`config.mk`:
```
export PLATFORM = sky130hd
export DESIGN_NAME = mlaic_combiner
export DESIGN_NICKNAME = d
export VERILOG_FILES = /design/src/shared/mlaic_pkg.sv /design/src/shared/mlaic_slot_if.sv /design/src/core/mlaic_event_slot.sv /design/src/core/mlaic_combiner.sv
export SDC_FILE = /design/constraint.sdc
export NUM_CORES = 1
export LEC_CHECK = 0
export CAP_MARGIN = 20
export CORE_ASPECT_RATIO = 0.75
export CORE_MARGIN = 2
export CORE_UTILIZATION = 42
export CTS_CLUSTER_DIAMETER = 120
export DETAILED_ROUTE_END_ITERATION = 10
export DONT_BUFFER_PORTS = 1
export PLACE_DENSITY = 0.64
export REMOVE_ABC_BUFFERS = 1
export SLEW_MARGIN = 20
export SYNTH_ARGS = -nofsm -noshare
export SYNTH_HDL_FRONTEND = slang
export SYNTH_HIERARCHICAL = 1
export SYNTH_SLANG_ARGS = --single-unit
export TNS_END_PERCENT = 100
```
`constraint.sdc`:
```
create_clock -name pclk -period 2.7 [get_ports pclk]
set_input_delay 0.27 -clock pclk [delete_from_list [all_inputs] [get_ports pclk]]
set_output_delay 0.27 -clock pclk [all_outputs]
set_load 0.005 [all_outputs]
```
`src/shared/mlaic_pkg.sv`:
```
// constants, offsets and types for the interrupt combiner
package mlaic_pkg;
   localparam int ADDR_W = 8;
   localparam int DATA_W = 32;
   localparam int NUM_SLOTS = 2;
   localparam int PHY_COUNT = 32;
   localparam int TX_CH = 8;
   localparam int RX_CH = 8;
   localparam logic [ADDR_W-1:0] OFS_WRAPPER_CONTROL = 8'h00;
   localparam logic [ADDR_W-1:0] OFS_IRQ_PACE_COUNT = 8'h04;
   localparam logic [ADDR_W-1:0] OFS_TRANSFER_PRIORITY = 8'h08;
   localparam logic [ADDR_W-1:0] OFS_IRQ_CAUSE_VECTOR = 8'h0C;
   localparam logic [ADDR_W-1:0] OFS_MONITOR_SELECT_SLOT0 = 8'h10;
   localparam logic [ADDR_W-1:0] OFS_MONITOR_SELECT_SLOT1 = 8'h14;
   localparam logic [ADDR_W-1:0] OFS_LINK_EVENT_RAW = 8'h18;
   localparam logic [ADDR_W-1:0] OFS_LINK_EVENT_MASKED = 8'h1C;
   localparam logic [ADDR_W-1:0] OFS_COMPLETION_RAW = 8'h20;
   localparam logic [ADDR_W-1:0] OFS_COMPLETION_MASKED = 8'h24;
   localparam logic [ADDR_W-1:0] OFS_COMPLETION_MASK_SET = 8'h28;
   localparam logic [ADDR_W-1:0] OFS_COMPLETION_MASK_CLEAR = 8'h2C;
   localparam logic [ADDR_W-1:0] OFS_IRQ_STATE = 8'h30;
   localparam int CTL_EN_BIT = 0;
   localparam int CTL_MAC_RST_BIT = 1;
   localparam int CTL_MGMT_RST_BIT = 2;
   localparam int CTL_W = 3;
   localparam logic [CTL_W-1:0] CTL_RESET = 3'h0;
   localparam int PACE_W = 16;
   localparam logic [PACE_W-1:0] PACE_RESET = 16'h0000;
   localparam int PRIO_W = 8;
   localparam logic [PRIO_W-1:0] PRIO_RESET = 8'h00;
   localparam int SEL_ADDR_W = 5;
   localparam int SEL_ENB_BIT = 8;
   localparam int SEL_W = 9;
   localparam logic [SEL_W-1:0] SEL_RESET = 9'h000;
   localparam logic [NUM_SLOTS-1:0] CMASK_RESET = 2'h0;
   localparam int CAUSE_TX_LSB = 0;
   localparam int CAUSE_RX_LSB = 8;
   localparam int CAUSE_STAT_BIT = 16;
   localparam int CAUSE_HOST_BIT = 17;
   localparam int CAUSE_LINK_BIT = 18;
   localparam int CAUSE_USER_BIT = 19;
   localparam int STATE_IRQ_BIT = 0;
   localparam int STATE_PACING_BIT = 1;
   localparam int STATE_CNT_LSB = 16;
   typedef enum logic [1:0] {
      MLAIC_IDLE,
      MLAIC_ASSERTED,
      MLAIC_PACING
   } mlaic_pace_e;
endpackage : mlaic_pkg

```
`src/shared/mlaic_slot_if.sv`:
```
// signals between the combiner and one event slot
`timescale 1ns/10ps
interface mlaic_slot_if;
   logic event_in;
   logic enable;
   logic clr;
   logic hold_clr;
   logic raw;
   logic masked;
   modport ctrl (output event_in, output enable, output clr, output hold_clr,
      input raw, input masked);
   modport slot (input event_in, input enable, input clr, input hold_clr,
      output raw, output masked);
endinterface : mlaic_slot_if

```
`src/core/mlaic_event_slot.sv`:
```
// one sticky raw/masked event bit pair with write-one-to-clear
`timescale 1ns/10ps
module mlaic_event_slot
   import mlaic_pkg::*;
(
   input wire logic pclk,
   input wire logic presetn,
   mlaic_slot_if.slot sif
);
   logic set;
   assign set = sif.event_in & ~sif.hold_clr;

   // set beats clear so an event in the clearing cycle survives
   always_ff @(posedge pclk or negedge presetn) begin
      if (!presetn) begin
         sif.raw <= 1'b0;
      end else if (sif.hold_clr) begin
         sif.raw <= 1'b0;
      end else begin
         sif.raw <= (sif.raw & ~sif.clr) | set;
      end
   end

   // masked copy only follows events seen while enabled
   always_ff @(posedge pclk or negedge presetn) begin
      if (!presetn) begin
         sif.masked <= 1'b0;
      end else if (sif.hold_clr) begin
         sif.masked <= 1'b0;
      end else begin
         sif.masked <= (sif.masked & ~sif.clr) | (set & sif.enable);
      end
   end
endmodule : mlaic_event_slot

```
`src/core/mlaic_combiner.sv`:
```
// interrupt combiner for link, access completion and mac sources
//
// Functional notes
// - all mac and management sources merge into one interrupt output
// - readable cause vector: tx, rx, statistics, host, link, access done
// - link change irq on slot phy link change while slot enable set
// - raw link event bit 0 is slot 0, bit 1 is slot 1
// - enabled link event also sets masked bit; writing one clears it
// - access done irq when go falls and completion mask bit set
// - raw completion bit 0 is access slot 0, bit 1 slot 1
// - enabled completion also sets masked bit; writing one clears it
// - management irqs are levels held while cause pending and uncleared
// - enable off then on with active source gives a new rising edge
// - pacing counts programmed peripheral clock cycles between interrupts
// - disable then re-enable resets the pace counter
// - control holds global enable, mac reset and management reset
// - register sets transfer priority of mac memory accesses
// - completed access clears go and sets raw completion bit; here go is an input, and its fall sets the raw bit
// - monitored link change sets raw and masked bits per slot enable
//
// The register addresses and the APB interface to the registers were left to the implementer.
`timescale 1ns/10ps
module mlaic_combiner
   import mlaic_pkg::*;
(
   input wire logic pclk,
   input wire logic presetn,
   input wire logic psel,
   input wire logic penable,
   input wire logic pwrite,
   input wire logic [ADDR_W-1:0] paddr,
   input wire logic [DATA_W-1:0] pwdata,
   output logic [DATA_W-1:0] prdata,
   output logic pready,
   output logic pslverr,
   input wire logic [TX_CH-1:0] tx_channel_pending,
   input wire logic [RX_CH-1:0] rx_channel_pending,
   input wire logic statistics_pending,
   input wire logic host_error_pending,
   input wire logic [PHY_COUNT-1:0] phy_link_status,
   input wire logic [NUM_SLOTS-1:0] access_go,
   output logic irq_out,
   output logic link_change_irq,
   output logic access_done_irq,
   output logic mac_reset,
   output logic mgmt_unit_reset,
   output logic [PRIO_W-1:0] transfer_priority_control
);
   logic [CTL_W-1:0] wrapper_control_q;
   logic [PACE_W-1:0] irq_pace_count_q;
   logic [PRIO_W-1:0] prio_q;
   logic [SEL_W-1:0] monitor_select_slot_q [NUM_SLOTS];
   logic [NUM_SLOTS-1:0] cmask_q;
   logic [NUM_SLOTS-1:0] link_prev_q;
   logic [SEL_ADDR_W-1:0] addr_prev_q [NUM_SLOTS];
   logic [NUM_SLOTS-1:0] go_prev_q;
   logic [NUM_SLOTS-1:0] link_now;
   logic [NUM_SLOTS-1:0] link_change;
   logic [NUM_SLOTS-1:0] go_fall;
   logic [NUM_SLOTS-1:0] link_raw;
   logic [NUM_SLOTS-1:0] link_masked;
   logic [NUM_SLOTS-1:0] comp_raw;
   logic [NUM_SLOTS-1:0] comp_masked;
   logic [NUM_SLOTS-1:0] link_clr;
   logic [NUM_SLOTS-1:0] comp_clr;
   logic [DATA_W-1:0] irq_cause_vector;
   logic [DATA_W-1:0] rdata_d;
   logic [DATA_W-1:0] prdata_q;
   logic err_d;
   logic err_q;
   logic wr_en;
   logic setup;
   logic global_irq_enable;
   logic en_prev_q;
   logic en_rise;
   logic any_active;
   mlaic_pace_e state_q;
   logic [PACE_W-1:0] pace_cnt_q;
   logic irq_q;

   assign wr_en = psel & penable & pwrite;
   assign setup = psel & ~penable;
   assign global_irq_enable = wrapper_control_q[CTL_EN_BIT];
   assign mac_reset = wrapper_control_q[CTL_MAC_RST_BIT];
   assign mgmt_unit_reset = wrapper_control_q[CTL_MGMT_RST_BIT];
   assign transfer_priority_control = prio_q;

   // control registers
   always_ff @(posedge pclk or negedge presetn) begin
      if (!presetn) begin
         wrapper_control_q <= CTL_RESET;
      end else if (wr_en && paddr == OFS_WRAPPER_CONTROL) begin
         wrapper_control_q <= pwdata[CTL_W-1:0];
      end
   end

   always_ff @(posedge pclk or negedge presetn) begin
      if (!presetn) begin
         irq_pace_count_q <= PACE_RESET;
      end else if (wr_en && paddr == OFS_IRQ_PACE_COUNT) begin
         irq_pace_count_q <= pwdata[PACE_W-1:0];
      end
   end

   always_ff @(posedge pclk or negedge presetn) begin
      if (!presetn) begin
         prio_q <= PRIO_RESET;
      end else if (wr_en && paddr == OFS_TRANSFER_PRIORITY) begin
         prio_q <= pwdata[PRIO_W-1:0];
      end
   end

   always_ff @(posedge pclk or negedge presetn) begin
      if (!presetn) begin
         monitor_select_slot_q[0] <= SEL_RESET;
         monitor_select_slot_q[1] <= SEL_RESET;
      end else if (wr_en && paddr == OFS_MONITOR_SELECT_SLOT0) begin
         monitor_select_slot_q[0] <= pwdata[SEL_W-1:0];
      end else if (wr_en && paddr == OFS_MONITOR_SELECT_SLOT1) begin
         monitor_select_slot_q[1] <= pwdata[SEL_W-1:0];
      end
   end

   // mask set and clear registers share one mask
   always_ff @(posedge pclk or negedge presetn) begin
      if (!presetn) begin
         cmask_q <= CMASK_RESET;
      end else if (wr_en && paddr == OFS_COMPLETION_MASK_SET) begin
         cmask_q <= cmask_q | pwdata[NUM_SLOTS-1:0];
      end else if (wr_en && paddr == OFS_COMPLETION_MASK_CLEAR) begin
         cmask_q <= cmask_q & ~pwdata[NUM_SLOTS-1:0];
      end
   end

   // event detection; the address is compared too so that retargeting a
   // slot does not look like a link change
   always_comb begin
      for (int i = 0; i < NUM_SLOTS; i++) begin
         link_now[i] = phy_link_status[monitor_select_slot_q[i][SEL_ADDR_W-1:0]];
         link_change[i] = (link_now[i] != link_prev_q[i]) &&
            (monitor_select_slot_q[i][SEL_ADDR_W-1:0] == addr_prev_q[i]);
         go_fall[i] = go_prev_q[i] & ~access_go[i];
      end
   end

   always_ff @(posedge pclk or negedge presetn) begin
      if (!presetn) begin
         link_prev_q <= '0;
         go_prev_q <= '0;
         addr_prev_q[0] <= '0;
         addr_prev_q[1] <= '0;
      end else begin
         link_prev_q <= link_now;
         go_prev_q <= access_go;
         addr_prev_q[0] <= monitor_select_slot_q[0][SEL_ADDR_W-1:0];
         addr_prev_q[1] <= monitor_select_slot_q[1][SEL_ADDR_W-1:0];
      end
   end

   // writing one to a bit of either raw or masked view clears both views
   always_comb begin
      link_clr = '0;
      comp_clr = '0;
      if (wr_en && (paddr == OFS_LINK_EVENT_RAW || paddr == OFS_LINK_EVENT_MASKED)) begin
         link_clr = pwdata[NUM_SLOTS-1:0];
      end
      if (wr_en && (paddr == OFS_COMPLETION_RAW || paddr == OFS_COMPLETION_MASKED)) begin
         comp_clr = pwdata[NUM_SLOTS-1:0];
      end
   end

   // slots 0..1 hold link events, slots 2..3 hold access completions
   mlaic_slot_if slot_if [2*NUM_SLOTS] ();

   for (genvar g = 0; g < NUM_SLOTS; g++) begin : g_slot
      assign slot_if[g].event_in = link_change[g];
      assign slot_if[g].enable = monitor_select_slot_q[g][SEL_ENB_BIT];
      assign slot_if[g].clr = link_clr[g];
      assign slot_if[g].hold_clr = mgmt_unit_reset;
      assign link_raw[g] = slot_if[g].raw;
      assign link_masked[g] = slot_if[g].masked;
      assign slot_if[g+NUM_SLOTS].event_in = go_fall[g];
      assign slot_if[g+NUM_SLOTS].enable = cmask_q[g];
      assign slot_if[g+NUM_SLOTS].clr = comp_clr[g];
      assign slot_if[g+NUM_SLOTS].hold_clr = mgmt_unit_reset;
      assign comp_raw[g] = slot_if[g+NUM_SLOTS].raw;
      assign comp_masked[g] = slot_if[g+NUM_SLOTS].masked;
      mlaic_event_slot u_link (
         .pclk(pclk),
         .presetn(presetn),
         .sif(slot_if[g])
      );
      mlaic_event_slot u_comp (
         .pclk(pclk),
         .presetn(presetn),
         .sif(slot_if[g+NUM_SLOTS])
      );
   end

   // levels straight from the sticky masked bits
   assign link_change_irq = |link_masked;
   assign access_done_irq = |comp_masked;

   // mac sources are gated while the mac is held in reset
   always_comb begin
      irq_cause_vector = '0;
      if (!mac_reset) begin
         irq_cause_vector[CAUSE_TX_LSB +: TX_CH] = tx_channel_pending;
         irq_cause_vector[CAUSE_RX_LSB +: RX_CH] = rx_channel_pending;
         irq_cause_vector[CAUSE_STAT_BIT] = statistics_pending;
         irq_cause_vector[CAUSE_HOST_BIT] = host_error_pending;
      end
      irq_cause_vector[CAUSE_LINK_BIT] = link_change_irq;
      irq_cause_vector[CAUSE_USER_BIT] = access_done_irq;
   end

   assign any_active = |irq_cause_vector;
   assign en_rise = global_irq_enable & ~en_prev_q;

   always_ff @(posedge pclk or negedge presetn) begin
      if (!presetn) begin
         en_prev_q <= 1'b0;
      end else begin
         en_prev_q <= global_irq_enable;
      end
   end

   // pacing: output rises only from idle; after it falls the counter must
   // run out first. pclk is the peripheral clock, so one count is one cycle
   always_ff @(posedge pclk or negedge presetn) begin
      if (!presetn) begin
         state_q <= MLAIC_IDLE;
      end else if (en_rise) begin
         state_q <= MLAIC_IDLE;
      end else begin
         case (state_q)
            MLAIC_IDLE: begin
               if (global_irq_enable && any_active) begin
                  state_q <= MLAIC_ASSERTED;
               end
            end
            MLAIC_ASSERTED: begin
               if (!(global_irq_enable && any_active)) begin
                  state_q <= (pace_cnt_q > 16'h0001) ? MLAIC_PACING : MLAIC_IDLE;
               end
            end
            MLAIC_PACING: begin
               if (pace_cnt_q <= 16'h0001) begin
                  state_q <= MLAIC_IDLE;
               end
            end
            default: begin
               state_q <= MLAIC_IDLE;
            end
         endcase
      end
   end

   always_ff @(posedge pclk or negedge presetn) begin
      if (!presetn) begin
         pace_cnt_q <= PACE_RESET;
      end else if (en_rise) begin
         pace_cnt_q <= PACE_RESET;
      end else if (state_q == MLAIC_IDLE && global_irq_enable && any_active) begin
         pace_cnt_q <= irq_pace_count_q;
      end else if (pace_cnt_q != PACE_RESET) begin
         pace_cnt_q <= pace_cnt_q - 16'h0001;
      end
   end

   // registered so the selector never sees a combinational glitch
   always_ff @(posedge pclk or negedge presetn) begin
      if (!presetn) begin
         irq_q <= 1'b0;
      end else if (en_rise) begin
         irq_q <= 1'b0;
      end else begin
         irq_q <= (state_q == MLAIC_IDLE || state_q == MLAIC_ASSERTED) &&
            global_irq_enable && any_active;
      end
   end
   assign irq_out = irq_q;

   // read decode, captured in the setup phase; pready is always high
   always_comb begin
      rdata_d = '0;
      err_d = 1'b0;
      if (paddr == OFS_WRAPPER_CONTROL) begin
         rdata_d[CTL_W-1:0] = wrapper_control_q;
      end else if (paddr == OFS_IRQ_PACE_COUNT) begin
         rdata_d[PACE_W-1:0] = irq_pace_count_q;
      end else if (paddr == OFS_TRANSFER_PRIORITY) begin
         rdata_d[PRIO_W-1:0] = prio_q;
      end else if (paddr == OFS_IRQ_CAUSE_VECTOR) begin
         rdata_d = irq_cause_vector;
      end else if (paddr == OFS_MONITOR_SELECT_SLOT0) begin
         rdata_d[SEL_W-1:0] = monitor_select_slot_q[0];
      end else if (paddr == OFS_MONITOR_SELECT_SLOT1) begin
         rdata_d[SEL_W-1:0] = monitor_select_slot_q[1];
      end else if (paddr == OFS_LINK_EVENT_RAW) begin
         rdata_d[NUM_SLOTS-1:0] = link_raw;
      end else if (paddr == OFS_LINK_EVENT_MASKED) begin
         rdata_d[NUM_SLOTS-1:0] = link_masked;
      end else if (paddr == OFS_COMPLETION_RAW) begin
         rdata_d[NUM_SLOTS-1:0] = comp_raw;
      end else if (paddr == OFS_COMPLETION_MASKED) begin
         rdata_d[NUM_SLOTS-1:0] = comp_masked;
      end else if (paddr == OFS_COMPLETION_MASK_SET || paddr == OFS_COMPLETION_MASK_CLEAR) begin
         rdata_d[NUM_SLOTS-1:0] = cmask_q;
      end else if (paddr == OFS_IRQ_STATE) begin
         rdata_d[STATE_IRQ_BIT] = irq_q;
         rdata_d[STATE_PACING_BIT] = (state_q == MLAIC_PACING);
         rdata_d[STATE_CNT_LSB +: PACE_W] = pace_cnt_q;
      end else begin
         err_d = 1'b1;
      end
   end

   always_ff @(posedge pclk or negedge presetn) begin
      if (!presetn) begin
         prdata_q <= '0;
         err_q <= 1'b0;
      end else if (setup) begin
         prdata_q <= pwrite ? '0 : rdata_d;
         err_q <= err_d;
      end
   end

   assign prdata = prdata_q;
   assign pready = 1'b1;
   assign pslverr = psel & penable & err_q;
endmodule : mlaic_combiner

```
==> metrics.yaml <==
fin_area_um2: 7550
r2r-start: "g_slot[1].u_comp/sif.masked$_DFF_PN0_"
path_buf_inv: 1
r2r_cells: 7
dieArea_um2: 16700
cts_tree: "done"
arrival_ns: 2.77
avgSynthCellArea_um2: 10.2
worstSetupStartpoint: "g_slot[1].u_comp/sif.masked$_DFF_PN0_"
synth_cell_types: 66
async_flop_share: 1.00
ys_ff_latch: 122
ys.flop_type: "dfrtp_1"
ir_drop_uv: 453
wirelength_mm: 19.4
wl_met2_mm: 8.27
clock-root-buffer: "clkbuf_16"
wl_met3_mm: 2.28
fin_tns_setup_ns: 0
syn-cell-area_um2: 6570
ys_seq_area_frac: 0.464
coreArea_um2: 15300
rows: 39
hp-class: "primary input to asynchronous set/reset pin"
yosysTopAreaCellShare: 0.464
min_period_ns: 2.47
yosysWarningCount: 6
drt_pass1_iterations: 6
slew_viol_final: 0
cts.path.max_buffers: 2
dieWidth_um: 148
end_kind: "register"
rsz0062_at_grt: "false"
crit_family: "simple AND/OR/NAND/NOR gates"
wl_met1_mm: 8.64
drtIter0Drc: 549
place_area_um2: 6840
rr_endpoint: "pace_cnt_q[5]$_DFFE_PN0P_"
antenna_found_initial: 0
worst_slew_pin_slew_ns: 0.975
viasPerCell: 6.10
path_depth: 7
cp.required_ns: 3.00
setup_violations: 0
crit_chain: "nor4_1 > o2111ai_1 > o211ai_1 > or3_1 > buf_12 > nor2_1 > a211oi_1"
fin_skew_ns: 0.00863
initial_core_util: 0.430
clock_latency_ns: 0.41
synthTopCellsByArea: "dfrtp_1 (46%), mux2_2 (7.7%), mux2i_1 (5.3%)"
vias: 5360
hold_slack_ns: -0.440
slowest_stage: "nor4_1"
r2r_slack_ns: 0.23
grt_max_degree: 123
synth_top_cell_by_area: "dfrtp_1"
route.detailed.drc: 0
hold_viol: 122
drive_gt1_frac: 0.166
grt_usage: 0.233
synth-edff-count: 0
violations: "hold timing"
ios: 144
hpwl_mm: 13.8
final_nets: 759
clk_pin_slew_ns: 0.06
layout_worst_path_cycle_share: 0.914
p_per_area_nw_per_um2: 665
startpoint_type: "register"
fmax_mhz: 405
cp_slowest_stage_delay_ns: 0.56
maxCapViolCount: 0
crit_path_end: "pace_cnt_q[5]$_DFFE_PN0P_"
slew_headroom: 0.350
grt_pass1_wl_mm: 29.7
clkSinkCount: 122
top_layer: "met4"
leakagePower_nw: 3.19
syn_inst: 642
overflow: 0
wl_per_cell_um: 22.0
numCtsBuffers: 17
status: "complete, but fails checks"
antenna_cells: 0
gp_congestion: 0.960
synthToLayoutAreaGrowth_pct: 14.8
cts_resized: 0
crit_type: "register to register"
io_buffers: 0
die_y_um: 112
ant_nets: 0
grt_pass1_vias: 5292
critPathMaxFanout: 24
cts_max_level: 4
-- metal layers --
| metal | global-route usage | vias to the layer above |
|---|---|---|
| met4 | 0.0514 | 0 |
| met3 | 0.0833 | 16 |
| li1 | - | 2402 |
| met1 | 0.342 | 2668 |
| met2 | 0.330 | 274 |
| met5 | 0 | - |
-- cells by family (layout without fill, tap and decap cells) --
kind of cell    count (synthesis)  count (layout)  share of synthesized area
simple gates                  203             203                      0.164
fa+ha+maj                       2               2                    0.00381
flops                         122             122                      0.464
other cells                     1               1                   0.000570
buf+inv                        46              77                     0.0303
mux                            80              80                      0.130
xor+xnor                       24              24                     0.0320
compound gates                164             164                      0.175
-- power breakdown --
| group | total [mW] | switching (mW) | internal [mW] |
|---|---|---|---|
| combinational | 0.596 | 0.300 | 0.296 |
| sequential | 2.21 | 0.230 | 1.98 |
| clock | 2.21 | 0.787 | 1.43 |
| total | 5.02 | 1.32 | 3.70 |
-- synth_stat cells, types with 15 or more instances --
cell / instances
dfrtp_1: 122
mux2_2: 45
nor2_1: 33
o21ai_0: 26
nand2_1: 59
nand2b_1: 16
a22oi_1: 20
inv_1: 15
a211oi_1: 18
nand3_1: 18
a22o_1: 20
a21oi_1: 35
mux2i_1: 35
clkbuf_1: 15
-- timing repair --
item | 4_1_cts | 5_1_grt
hold endpoints to repair | 135 | 125
buffers inserted | 0 | 0
hold buffers | 10 | 3
-- cell usage in the layout (no fill, tap or decap), types with 3 or more instances in the layout --
cell type,instances
dfrtp_1,122
nand2_1,59
mux2_2,45
mux2i_1,35
a21oi_1,35
nor2_1,33
o21ai_0,26
a22oi_1,20
a22o_1,20
nand3_1,18
a211oi_1,18
clkbuf_16,17
nand2b_1,16
inv_1,15
buf_4,15
nor3_1,14
xor2_1,13
dlygate4sd3_1,13
nor2b_1,12
xnor2_1,11
or2_2,7
nor4_1,7
and2_1,6
o31ai_1,6
or3_1,5
a311oi_1,5
clkbuf_1,5
nor3b_1,4
o22ai_1,4
a21oi_2,4
and4_1,3
nor4_2,3
clkinv_2,3
clkbuf_8,3
-- area by class of cell --
type                       instances  area [µm²]
fill                            1359        7730
multi-input combinational        474        3320
sequential                       122        3050
clock buffer                      25         485
timing repair buffer              30         283
tap                              205         256
clock inverter                     7        90.1
inverter                          15        56.3
-- registers in the layout (all words and copies together), names as in the netlist, 2 cells and up, named ones only --
name and count:
addr_prev_q 10, g_slot.u_comp/sif.masked 2, g_slot.u_comp/sif.raw 2, g_slot.u_link/sif.masked 2
g_slot.u_link/sif.raw 2, go_prev_q 2, irq_pace_count_q 16, link_prev_q 2
monitor_select_slot_q 18, pace_cnt_q 16, prdata 32, state_q 2
transfer_priority_control 8, wrapper_control_q 3
-- per-stage QoR --
stage	cells	power, mW	util	setup slack (ns)
after floorplan	611	2.59	-	0.647
after global placement	833	2.76	0.448	0.472
after detailed placement	833	2.79	0.448	0.331
after CTS	875	5.03	0.492	0.297
after global routing	878	5.20	0.494	0.190
final	878	5.02	0.494	0.232
-- worst min path at each step --
stage	startpoint	end	slack, ns	cells past startpoint
after detailed placement	presetn	state_q[1]$_DFFE_PN0P_	-0.02	0
final	presetn	asynchronous set/reset pin	-0.44	0
after global placement	presetn	prdata[17]$_DFFE_PN0P_	-0.02	0
after global routing	presetn	irq_out$_DFF_PN0_	-0.46	0
after CTS	presetn	prdata[13]$_DFFE_PN0P_	-0.46	0
after floorplan	presetn	asynchronous set/reset pin	-0.03	0
Power figures use the tool's default switching activity.
